==> src/inc/sfe_pkg.sv <==
`default_nettype none
package sfe_pkg;
  localparam int          CLK_MHZ       = 50;
  localparam logic [7:0]  OP_WRITE_ENABLE_COMMAND       = 8'h06;
  localparam logic [7:0]  OP_BE32       = 8'h52;
  localparam logic [7:0]  OP_BE64       = 8'hd8;
  localparam logic [7:0]  OP_CE_A       = 8'h60;
  localparam logic [7:0]  OP_CE_B       = 8'hc7;
  localparam logic [7:0]  OP_MAKER_DEV  = 8'h90;
  localparam logic [7:0]  OP_TYPE_CAP   = 8'h9f;
  localparam logic [7:0]  OP_UNIQUE     = 8'h4b;
  localparam logic [7:0]  OP_SEC_ERASE  = 8'h44;
  localparam logic [7:0]  OP_NONE       = 8'h00;
  localparam logic [7:0]  CNT_OPCODE    = 8'h08;
  localparam logic [7:0]  CNT_ADDR      = 8'h20;
  localparam logic [7:0]  CNT_DUMMY     = 8'h28;
  localparam logic [7:0]  CNT_MAX       = 8'hff;
  localparam logic [1:0]  KIND_BE32     = 2'h0;
  localparam logic [1:0]  KIND_BE64     = 2'h1;
  localparam logic [1:0]  KIND_CHIP     = 2'h2;
  localparam logic [1:0]  KIND_SEC      = 2'h3;
  localparam logic [23:0] MASK_BE32     = 24'hff8000;
  localparam logic [23:0] MASK_BE64     = 24'hff0000;
  localparam logic [23:0] MASK_SEC      = 24'h001000;
  localparam logic [5:0]  BLOCK_COUNT   = 6'h10;
  localparam int          SYNC_IDX_CS   = 2;
  localparam int          SYNC_IDX_SCLK = 1;
  localparam int          SYNC_IDX_SI   = 0;
  typedef enum logic [3:0] {
    S_IDLE = 4'b0001,
    S_IN   = 4'b0010,
    S_OUT  = 4'b0100,
    S_DROP = 4'b1000
  } sfe_state_t;
endpackage : sfe_pkg
`default_nettype wire

==> src/verilog/sfe_flash_cmds.sv <==
// How it works
// - 52H plus three address bytes erases 32KB
// - D8H plus three address bytes erases 64KB
// - Low in-block address bits are ignored
// - Deselect only after bit 32, else drop
// - Erase needs the write enable latch set
// - Busy flag high during self-timed erase
// - Latch cleared before finish; status stays readable
// - Protected block erase is not executed
// - 60H or C7H alone is chip erase
// - Chip erase deselect only after bit 8
// - Chip erase only with matching protect setting
// - 90H, address, then maker and device bytes
// - Output changes on falling clock, MSB first
// - 9FH returns maker, type, capacity bytes
// - 9FH ignored while a cycle runs
// - Deselect ends any identification read
// - 4BH, address, dummy, then 128-bit number
// - 44H erases one of two security registers
// - Security erase deselect after bit 32, self-timed
// - Any lock bit set ignores security erase
// - Input bits sampled on rising serial clock
`default_nettype none
module sfe_flash_cmds
  import sfe_pkg::*;
#(
  parameter int             BE32_TIME_US = 150,
  parameter int             BE64_TIME_US = 250,
  parameter int             CHIP_TIME_US = 8000,
  parameter int             SEC_TIME_US  = 60,
  parameter logic [7:0]     MAKER_CODE   = 8'h5a,  // Arbitrary value
  parameter logic [7:0]     DEVICE_CODE  = 8'h13,  // Arbitrary value
  parameter logic [7:0]     TYPE_CODE    = 8'h40,  // Arbitrary value
  parameter logic [7:0]     CAP_CODE     = 8'h14,  // Arbitrary value
  parameter logic [127:0]   UNIQUE_CODE  = 128'h0123456789abcdef_fedcba9876543210 // Arbitrary
) (
  input  wire logic       i_clk,
  input  wire logic       i_reset,
  input  wire logic       i_cs_n,
  input  wire logic       i_sclk,
  input  wire logic       i_si,
  input  wire logic [4:0] i_block_protect_bits,
  input  wire logic       i_protect_complement,
  input  wire logic [1:0] i_security_lock_bits,
  output var  logic       o_so,
  output var  logic       o_so_oe,
  output var  logic       o_write_in_progress,
  output var  logic       o_write_enable_latch,
  output var  logic       o_erase_start,
  output var  logic [1:0] o_erase_kind,
  output var  logic [23:0] o_erase_addr
);
  localparam int BE32_CYCLES = BE32_TIME_US * CLK_MHZ;
  localparam int BE64_CYCLES = BE64_TIME_US * CLK_MHZ;
  localparam int CHIP_CYCLES = CHIP_TIME_US * CLK_MHZ;
  localparam int SEC_CYCLES  = SEC_TIME_US * CLK_MHZ;

  logic [2:0] meta_reg, sync_reg, prev_reg;
  logic       cs_rise, cs_fall, sclk_rise, sclk_fall, si_s, cs_low;

  // Two-stage synchronisers; the second stage and a third edge-detect stage feed logic
  always_ff @(posedge i_clk or posedge i_reset) begin
    if (i_reset) begin
      meta_reg <= 3'h4;
      sync_reg <= 3'h4;
      prev_reg <= 3'h4;
    end else begin
      meta_reg <= {i_cs_n, i_sclk, i_si};
      sync_reg <= meta_reg;
      prev_reg <= sync_reg;
    end
  end

  assign cs_low    = !sync_reg[SYNC_IDX_CS];
  assign cs_rise   = sync_reg[SYNC_IDX_CS] && !prev_reg[SYNC_IDX_CS];
  assign cs_fall   = !sync_reg[SYNC_IDX_CS] && prev_reg[SYNC_IDX_CS];
  assign sclk_rise = sync_reg[SYNC_IDX_SCLK] && !prev_reg[SYNC_IDX_SCLK];
  assign sclk_fall = !sync_reg[SYNC_IDX_SCLK] && prev_reg[SYNC_IDX_SCLK];
  assign si_s      = sync_reg[SYNC_IDX_SI];

  sfe_state_t   st_reg, st_next;
  logic [7:0]   cnt_reg, cnt_next;
  logic [31:0]  shin_reg, shin_next;
  logic [7:0]   op_reg, op_next;
  logic [127:0] out_reg, out_next;
  logic         so_reg, so_next, oe_reg, oe_next;
  logic         wel_reg, wel_next, wip_reg, wip_next;
  logic         start_reg, start_next;
  logic [1:0]   kind_reg, kind_next;
  logic [23:0]  addr_reg, addr_next;
  logic         tmr_done;
  logic [31:0]  word_in;
  logic [5:0]   prot_cnt;
  logic         blk_prot, chip_ok, sec_ok;

  assign word_in = {shin_reg[30:0], si_s};

  // Top-aligned protected area, growing with the low protect bits
  always_comb begin
    prot_cnt = (i_block_protect_bits[2:0] == 3'h0) ? 6'h0 :
               (i_block_protect_bits[2:0] >= 3'h5) ? BLOCK_COUNT :
               6'(6'h1 << (i_block_protect_bits[2:0] - 3'h1));
    blk_prot = ((6'({2'h0, shin_reg[19:16]}) + prot_cnt) >= BLOCK_COUNT)
               ^ i_protect_complement;
    chip_ok  = (i_block_protect_bits[2:0] == 3'h0 && !i_protect_complement) ||
               (i_block_protect_bits[2:0] == 3'h7 && i_protect_complement);
    sec_ok   = shin_reg[23:16] == 8'h00 && shin_reg[15:13] == 3'h0 &&
               shin_reg[11:10] == 2'h0 && !(|i_security_lock_bits);
  end

  always_comb begin
    st_next    = st_reg;
    cnt_next   = cnt_reg;
    shin_next  = shin_reg;
    op_next    = op_reg;
    out_next   = out_reg;
    so_next    = so_reg;
    oe_next    = oe_reg;
    wel_next   = wel_reg;
    wip_next   = wip_reg;
    start_next = 1'b0;
    kind_next  = kind_reg;
    addr_next  = addr_reg;
    if (tmr_done) begin
      wip_next = 1'b0;
    end
    if (cs_fall) begin
      st_next  = S_IN;
      cnt_next = 8'h0;
      op_next  = OP_NONE;
    end else if (cs_rise) begin
      st_next = S_IDLE;
      oe_next = 1'b0;
      so_next = 1'b0;
      // Exact bit count at deselect and no cycle running; erases also need the latch set
      if (st_reg == S_IN && !wip_reg) begin
        unique case (op_reg)
          OP_WRITE_ENABLE_COMMAND: begin
            if (cnt_reg == CNT_OPCODE) begin
              wel_next = 1'b1;
            end
          end
          OP_BE32: begin
            if (cnt_reg == CNT_ADDR && wel_reg && !blk_prot) begin
              start_next = 1'b1;
              kind_next  = KIND_BE32;
              addr_next  = shin_reg[23:0] & MASK_BE32;
            end
          end
          OP_BE64: begin
            if (cnt_reg == CNT_ADDR && wel_reg && !blk_prot) begin
              start_next = 1'b1;
              kind_next  = KIND_BE64;
              addr_next  = shin_reg[23:0] & MASK_BE64;
            end
          end
          OP_CE_A, OP_CE_B: begin
            if (cnt_reg == CNT_OPCODE && wel_reg && chip_ok) begin
              start_next = 1'b1;
              kind_next  = KIND_CHIP;
              addr_next  = 24'h0;
            end
          end
          OP_SEC_ERASE: begin
            if (cnt_reg == CNT_ADDR && wel_reg && sec_ok) begin
              start_next = 1'b1;
              kind_next  = KIND_SEC;
              addr_next  = shin_reg[23:0] & MASK_SEC;
            end
          end
          default: ;
        endcase
        if (start_next) begin
          wip_next = 1'b1;
          wel_next = 1'b0;
        end
      end
    end else if (sclk_rise && cs_low && st_reg != S_DROP) begin
      shin_next = word_in;
      cnt_next  = (cnt_reg == CNT_MAX) ? CNT_MAX : cnt_reg + 8'h1;
      if (st_reg == S_IN && cnt_reg == CNT_OPCODE - 8'h1) begin
        op_next = word_in[7:0];
        if (wip_reg && word_in[7:0] == OP_TYPE_CAP) begin
          st_next = S_DROP;
        end else if (word_in[7:0] == OP_TYPE_CAP) begin
          st_next  = S_OUT;
          out_next = {MAKER_CODE, TYPE_CODE, CAP_CODE, 104'h0};
        end
      end else if (st_reg == S_IN && cnt_reg == CNT_ADDR - 8'h1 &&
                   op_reg == OP_MAKER_DEV && !wip_reg) begin
        st_next  = S_OUT;
        out_next = {MAKER_CODE, DEVICE_CODE, 112'h0};
      end else if (st_reg == S_IN && cnt_reg == CNT_DUMMY - 8'h1 &&
                   op_reg == OP_UNIQUE && !wip_reg) begin
        st_next  = S_OUT;
        out_next = UNIQUE_CODE;
      end
    end else if (sclk_fall && st_reg == S_OUT) begin
      so_next  = out_reg[127];
      oe_next  = 1'b1;
      out_next = {out_reg[126:0], 1'b0};
    end
  end

  always_ff @(posedge i_clk or posedge i_reset) begin
    if (i_reset) begin
      st_reg    <= S_IDLE;
      cnt_reg   <= 8'h0;
      shin_reg  <= 32'h0;
      op_reg    <= OP_NONE;
      out_reg   <= 128'h0;
      so_reg    <= 1'b0;
      oe_reg    <= 1'b0;
      wel_reg   <= 1'b0;
      wip_reg   <= 1'b0;
      start_reg <= 1'b0;
      kind_reg  <= KIND_BE32;
      addr_reg  <= 24'h0;
    end else begin
      st_reg    <= st_next;
      cnt_reg   <= cnt_next;
      shin_reg  <= shin_next;
      op_reg    <= op_next;
      out_reg   <= out_next;
      so_reg    <= so_next;
      oe_reg    <= oe_next;
      wel_reg   <= wel_next;
      wip_reg   <= wip_next;
      start_reg <= start_next;
      kind_reg  <= kind_next;
      addr_reg  <= addr_next;
    end
  end

  sfe_erase_timer #(
    .BE32_CYCLES (BE32_CYCLES),
    .BE64_CYCLES (BE64_CYCLES),
    .CHIP_CYCLES (CHIP_CYCLES),
    .SEC_CYCLES  (SEC_CYCLES)
  ) u_timer (
    .i_clk   (i_clk),
    .i_reset (i_reset),
    .i_start (start_reg),
    .i_kind  (kind_reg),
    .o_done  (tmr_done)
  );

  // Status bits are live flops, readable at any time
  assign o_so                 = so_reg;
  assign o_so_oe              = oe_reg;
  assign o_write_in_progress  = wip_reg;
  assign o_write_enable_latch = wel_reg;
  assign o_erase_start        = start_reg;
  assign o_erase_kind         = kind_reg;
  assign o_erase_addr         = addr_reg;
endmodule : sfe_flash_cmds
`default_nettype wire

==> src/verilog/sfe_erase_timer.sv <==
`default_nettype none
module sfe_erase_timer
  import sfe_pkg::*;
#(
  parameter int BE32_CYCLES = 1,
  parameter int BE64_CYCLES = 1,
  parameter int CHIP_CYCLES = 1,
  parameter int SEC_CYCLES  = 1
) (
  input  wire logic       i_clk,
  input  wire logic       i_reset,
  input  wire logic       i_start,
  input  wire logic [1:0] i_kind,
  output var  logic       o_done
);
  logic [31:0] cnt_reg, cnt_next;
  logic        busy_reg, busy_next;
  logic        done_reg, done_next;
  logic [31:0] load;

  // Each erase kind has its own duration
  always_comb begin
    unique case (i_kind)
      KIND_BE32: load = 32'(BE32_CYCLES);
      KIND_BE64: load = 32'(BE64_CYCLES);
      KIND_CHIP: load = 32'(CHIP_CYCLES);
      KIND_SEC:  load = 32'(SEC_CYCLES);
    endcase
  end

  always_comb begin
    cnt_next  = cnt_reg;
    busy_next = busy_reg;
    done_next = 1'b0;
    if (i_start) begin
      busy_next = 1'b1;
      cnt_next  = (load > 32'h1) ? load - 32'h1 : 32'h0;
    end else if (busy_reg) begin
      if (cnt_reg == 32'h0) begin
        busy_next = 1'b0;
        done_next = 1'b1;
      end else begin
        cnt_next = cnt_reg - 32'h1;
      end
    end
  end

  always_ff @(posedge i_clk or posedge i_reset) begin
    if (i_reset) begin
      cnt_reg  <= 32'h0;
      busy_reg <= 1'b0;
      done_reg <= 1'b0;
    end else begin
      cnt_reg  <= cnt_next;
      busy_reg <= busy_next;
      done_reg <= done_next;
    end
  end

  assign o_done = done_reg;
endmodule : sfe_erase_timer
`default_nettype wire

==> config.mk <==
export PLATFORM = sky130hd
export DESIGN_NAME = sfe_flash_cmds
export DESIGN_NICKNAME = d
export VERILOG_FILES = /design/src/inc/sfe_pkg.sv /design/src/verilog/sfe_flash_cmds.sv /design/src/verilog/sfe_erase_timer.sv
export SDC_FILE = /design/constraint.sdc
export NUM_CORES = 1
export LEC_CHECK = 0
export BUFFER_PORTS_ARGS = -buffer_cell sky130_fd_sc_hd__buf_4
export CAP_MARGIN = 20
export CORE_MARGIN = 8
export CORE_UTILIZATION = 64
export CTS_BUF_LIST = sky130_fd_sc_hd__clkbuf_8
export DETAILED_ROUTE_END_ITERATION = 7
export PLACE_DENSITY = 0.9
export SYNTH_ARGS = -nofsm -noshare
export SYNTH_HDL_FRONTEND = slang
export SYNTH_SLANG_ARGS = --single-unit
==> constraint.sdc <==
create_clock -name i_clk -period 7.8 [get_ports i_clk]
set_input_delay 0.39 -clock i_clk [delete_from_list [all_inputs] [get_ports i_clk]]
set_output_delay 0.39 -clock i_clk [all_outputs]
set_load 0.01 [all_outputs]
; Yosys cells after proc, flatten, opt, wreduce, memory -nomap -nowiden
; Cells that the tools add are included.
[op_classes]
n_addsub = 5
order_cmp = 3
n_eq_ne = 33
shift = 1
mux = 70
bitwise_logic = 3
reduce_logical = 63
[ops]
columns = operator, n
row1 = 128-bit two-way mux, 7
row2 = 32-bit two-way mux, 4
row3 = 32-bit one-hot mux with 4 select lines, 1
row4 = 24-bit two-way mux, 4
row5 = 24-bit one-hot mux with 4 select lines, 1
row6 = 8-bit two-way mux, 8
row7 = "32-bit by 1-bit subtractor with 32-bit output, second input constant", 2
row8 = "8-bit equality test, second input constant", 5
row9 = "8-bit by 7-bit equality test with 1-bit output, second input constant", 4
row10 = "32-bit by 1-bit > comparator with 1-bit output, second input constant", 1
row11 = 32-bit zero test, 1
row12 = 4-bit two-way mux, 8
row13 = 1-bit two-way mux, 29
row14 = 1-bit logical AND, 26
row15 = "8-bit by 3-bit equality test with 1-bit output, second input constant", 2
row16 = "8-bit by 6-bit equality test with 1-bit output, second input constant", 2
row17 = 2-bit nonzero test, 7
row18 = 6-bit two-way mux, 2
row19 = "2-bit != test, second input constant", 6
row20 = 3-bit AND reduction, 4
row21 = "8-bit by 1-bit adder with 8-bit output, second input constant", 1
row22 = "8-bit by 4-bit equality test with 1-bit output, second input constant", 1
row23 = "8-bit by 5-bit equality test with 1-bit output, second input constant", 1
row24 = 1-bit zero test, 8
row25 = other kinds (33), 43
[totals]
regBits = 246

; Longest topological paths before layout
[depth]
depth_word = 18
mapped_depth = 10
mapped_depth_nobuf = 9

; Cells and area by module
; Synthesis repeated with hierarchy kept, for this count alone.
[unflattened]
cells_unflattened = 1041
hier_area_um2 = 10722.8
[modules_own_cells]
columns = module, n_inst, cells_each, area_each_um2, seq_area_each_um2
row1 = sfe_flash_cmds, 1, 772, 8366.8, 4834.6
row2 = sfe_erase_timer, 1, 269, 2356.0, 850.8

; Worst setup path before layout
; OpenSTA, ideal clock, no wires.
[synth_path]
path_kind = flip-flop to flip-flop
from = reg cnt_reg[0]
to = reg kind_reg[1], in the netlist o_erase_kind[1]
setup_time_ns = 0.137
t_arrival_ns = 2.603
t_required_ns = 7.663
path_slack_ns = 5.059
stages_incl_launch_ff = 10
period_less_slack_ns = 2.741
path_cell_list = dfrtp_1 -> inv_1 -> ha_1 -> or3b_2 -> or4b_4 -> or3_1 -> a22oi_1 -> o211ai_1 -> buf_6 -> mux2i_1
[synth_via]
elab_chain_cells = 5
[synth_rtl]
columns = element, line_no
row1 = from (decl), sfe_flash_cmds.sv:82  ; logic [7:0] cnt_reg, cnt_next;
row2 = from (signal assigned), sfe_flash_cmds.sv:221  ; cnt_reg <= cnt_next;
row3 = 8-bit by 6-bit equality test with 1-bit output / 8-bit by 4-bit equality test with 1-bit output (equally long branches), --
row4 = "1-bit logical AND, on equally long branches (2 in a row)", --
row5 = 2-bit != test (no line), --
row6 = 8-bit AND reduction (no line) *, --
row7 = to (signal assigned), sfe_flash_cmds.sv:230  ; kind_reg <= kind_next;
row8 = to (decl), sfe_flash_cmds.sv:89  ; logic [1:0] kind_reg, kind_next;
; Mark *: on every way between the ends. The rest lies on a longest branch, timed or not.
; A chain may end at the register's enable or synchronous reset.

; Final worst setup path
[layout_path]
from = reg st_reg[3]
to = reg out_reg[4]
[layout_via]
elab_chain_cells = 7
[layout_rtl]
columns = element, line_no
row1 = from (decl), sfe_flash_cmds.sv:81  ; sfe_state_t st_reg, st_next;
row2 = from (signal assigned), sfe_flash_cmds.sv:220  ; st_reg <= st_next;
row3 = branches (longest 7 deep; another with 6-bit AND reduction), --
row4 = to (signal assigned), sfe_flash_cmds.sv:224  ; out_reg <= out_next;
row5 = to (decl), sfe_flash_cmds.sv:85  ; logic [127:0] out_reg, out_next;
; Several ways; the timed one is not identified.

==> results.sh <==
export IMPL_ys_ff_latch=227
export IMPL_num_vias=7487
export IMPL_cts_path_max_buffers=3
export IMPL_synth_top_area_share_pct=52.3
export IMPL_dpl_hpwl_mm=12.6
export IMPL_required_ns=8.20
export IMPL_crit_chain="nor4b_1 -> nand3_1 -> a211oi_1 -> or3_4 -> buf_4 -> mux2_2"
export IMPL_setup_viol=0
export IMPL_end_kind="register"
export IMPL_antenna_found_initial=0
export IMPL_cp_slowest_cell="nor4b_1"
export IMPL_place_congestion=0.867
export IMPL_synth_most_common_cell="dfrtp_1"
export IMPL_finalCriticalPeriod_ns=3.86
export IMPL_slew_headroom_pct=27.0
export IMPL_die_x_um=145
export IMPL_grt_max_degree=149
export IMPL_finalCoreUtilization_pct=71.0
export IMPL_synth_compound_area_share_pct=14.0
export IMPL_report_power_total_uw=2780
export IMPL_synth_edff_count=0
export IMPL_synth_warnings=0
export IMPL_wl_per_cell_um=16.8
export IMPL_drc_errors=0
export IMPL_htree_levels=2
export IMPL_grt_pass1_vias=7690
export IMPL_worstSetupStartpoint="st_reg[3]"
export IMPL_rsz0062_at_grt="no"
export IMPL_leakagePower_uw=0.00585
export IMPL_post_cts_buffers=0
export IMPL_routed_via_density=6.00
export IMPL_path_class="reg -> reg"
export IMPL_grt_usage_pct=20.0
export IMPL_synth_area_leader_cell="dfrtp_1"
export IMPL_worst_r2r_startpoint="st_reg[3]"
export IMPL_drv_cap=0
export IMPL_regArea_mm2=0.00569
export IMPL_initial_core_util_pct=64.9
export IMPL_ios=44
export IMPL_dp_cells=1179
export IMPL_synthMuxAreaShare_pct=11.1
export IMPL_powerDensity_mw_per_mm2=238
export IMPL_status="completed"
export IMPL_yosysUniqueCellTypes=64
export IMPL_slew_violations=0
export IMPL_synthXorXnorAreaFrac_pct=1.80
export IMPL_finalCritPeriodShare_pct=49.5
export IMPL_dr_pass1_iters=7
export IMPL_io_buffers=27
export IMPL_yosysSeqAreaShare_pct=53.2
export IMPL_fin_setup_tns_ns=0
export IMPL_async_reset_ff_share_pct=100
export IMPL_fillers=1156
export IMPL_cp_arrival_ns=4.27
export IMPL_ctsRootBufferMaster="clkbuf_8"
export IMPL_r2r_slack_ns=3.94
export IMPL_hp_class="in -> async"
export IMPL_worst_clock_skew_ns=0.0238
export IMPL_crit_path_start_kind="register"
export IMPL_largest_register_ffs=124
export IMPL_cts_inserted_buffers=37
export IMPL_grt_overflow_total=0
export IMPL_avgSynthCellArea_um2=10.9
export IMPL_num_rows=47
export IMPL_wirelength_mm=20.9
export IMPL_synth_top_family_by_area="compound AO/OA/AOI/OAI gates"
export IMPL_synth_area_mm2=0.0107
export IMPL_yosys_area_share_simple_pct=11.2
export IMPL_timing_fmax_ghz=0.259
export IMPL_worstSkewPairLatency_ns=0.53
export IMPL_drtIter0Drc=762
export IMPL_antenna_cells=0
export IMPL_r2r_end="out_reg[4]"
export IMPL_path_clk_slew_ns=0.06
export IMPL_tightest_slew_ns=1.10
export IMPL_crit_fanout=63
export IMPL_dpl_cell_area_mm2=0.0109
export IMPL_layout_drive_gt1_share_pct=14.1
export IMPL_cts_tree="yes"
export IMPL_dieArea_mm2=0.0211
export IMPL_syn_inst=977
export IMPL_nets=1030
export IMPL_final_area_mm2=0.0117
export IMPL_cts_resized=0
export IMPL_synth_flop_cell="dfrtp_1"
export IMPL_max_stage_delay_ns=0.85
export IMPL_multiInputGateArea_mm2=0.00434
export IMPL_area_growth_syn_to_layout_pct=9.51
export IMPL_ir_worst_vdd_mv=0.174
export IMPL_synthAdderAreaFrac_pct=1.87
export IMPL_stdcell_count=1247
export IMPL_grt_pass1_wl_mm=36.5
export IMPL_design_core_area_mm2=0.0165
export IMPL_ys_top_cells_by_count="223 x dfrtp_1, 93 x inv_1, 88 x a21oi_1"
export IMPL_synth_area_leaders="dfrtp_1 52%, mux2i_1 7.3%, a22o_1 5.1%, a21oi_1 4.1%, mux2_2 3.4%"
export IMPL_final_hold_viol_count=0
export IMPL_die_y_um=145
export IMPL_r2r_cells=6
export IMPL_ant_nets=0
export IMPL_cts_sinks=227
## placed cells by master, fill, tap and decap left out, drive strengths merged, types with 4 or more instances in the layout
cell type,netlist,layout
nor3,24,24
nor3b,4,4
clkinv,0,4
or2,7,7
nor2,44,44
a22o,62,62
o21ai,18,18
ha,16,16
o22a,6,6
inv,94,104
mux2i,78,78
conb,1,14
nor4,19,19
o31ai,4,4
a211oi,4,4
nor2b,8,8
nand4,8,8
or3,10,10
and3,10,10
dfrtp,223,223
clkbuf,31,50
buf,33,33
nand2,37,37
or4,8,8
dfstp,4,4
xnor2,19,19
a31oi,9,9
o22ai,7,7
a21oi,88,88
a21boi,4,4
mux2,36,36
nand3,16,16
## timing repair
item | 4_1_cts | 5_1_grt
hold buffers | 3 | 0
endpoints found under the hold margin | 3 | 0
endpoints found under the setup margin | 0 | 0
## through the flow
| step | hold WS [ns] | setup WS [ns] |
|---|---|---|
| CTS | 0.156 | 4.01 |
| finish | 0.119 | 3.94 |
| global route | 0.201 | 3.67 |
| detailed placement | 0.339 | 4.01 |
| global placement | 0.331 | 4.08 |
| floorplan | 0.331 | 1.20 |
## routing by layer
layer,wire length (um),global-route usage [%],part of all wire (%),vias up
met5,0,0,0,-
met4,368,7.44,1.8,0
met3,1130,3.92,5.4,38
met2,10100,32.3,48,224
met1,9300,26.5,44,3726
li1,-,-,-,3499
## worst max-delay path: cells and delay by family, from the launching register on
family | cells | cell delay (ns)
multiplexers | 1 | 0.41
AND/OR/NAND/NOR | 3 | 1.83
buffers and inverters | 1 | 0.79
AO/OA/AOI/OAI | 1 | 0.29
flip-flops | 1 | 0.40
## area by class of cell
type | instances | area share [%]
inverters | 94 | 3.08
clock inverters | 15 | 0.556
multi-input cells | 605 | 37.1
clock buffers | 50 | 5.88
well taps | 220 | 2.35
repair buffers | 36 | 2.38
flip-flops and latches | 227 | 48.6
## report_power, final
part | switching (uW) | internal (uW) | leakage [uW] | total [uW]
clock network | 458 | 570 | 0.000429 | 1030
registers | 106 | 1310 | 0.00301 | 1420
logic | 178 | 155 | 0.00241 | 333
total | 742 | 2040 | 0.00585 | 2780
## cells by family after synthesis
| group | count (synthesis) |
|---|---|
| buffers and inverters | 158 |
| muxes | 114 |
| AOI/OAI and AO/OA | 220 |
| xor gates and xnor gates | 22 |
| other | 1 |
| DFF | 227 |
| and+or+nand+nor | 219 |
| adders and majority gates | 16 |
## how the worst max path moves through the flow
| stage | endpoint | slack, ns | cells after the start |
|---|---|---|---|
| floorplan | cnt_reg[0] | 1.20 | 1 |
| global placement | out_reg[4] | 4.08 | 7 |
| detailed placement | out_reg[4] | 4.01 | 7 |
| CTS | out_reg[4] | 4.01 | 7 |
| global route | out_reg[4] | 3.67 | 7 |
| finish | out_reg[4] | 3.94 | 6 |
Note: power is estimated with default switching activity, not from simulation.
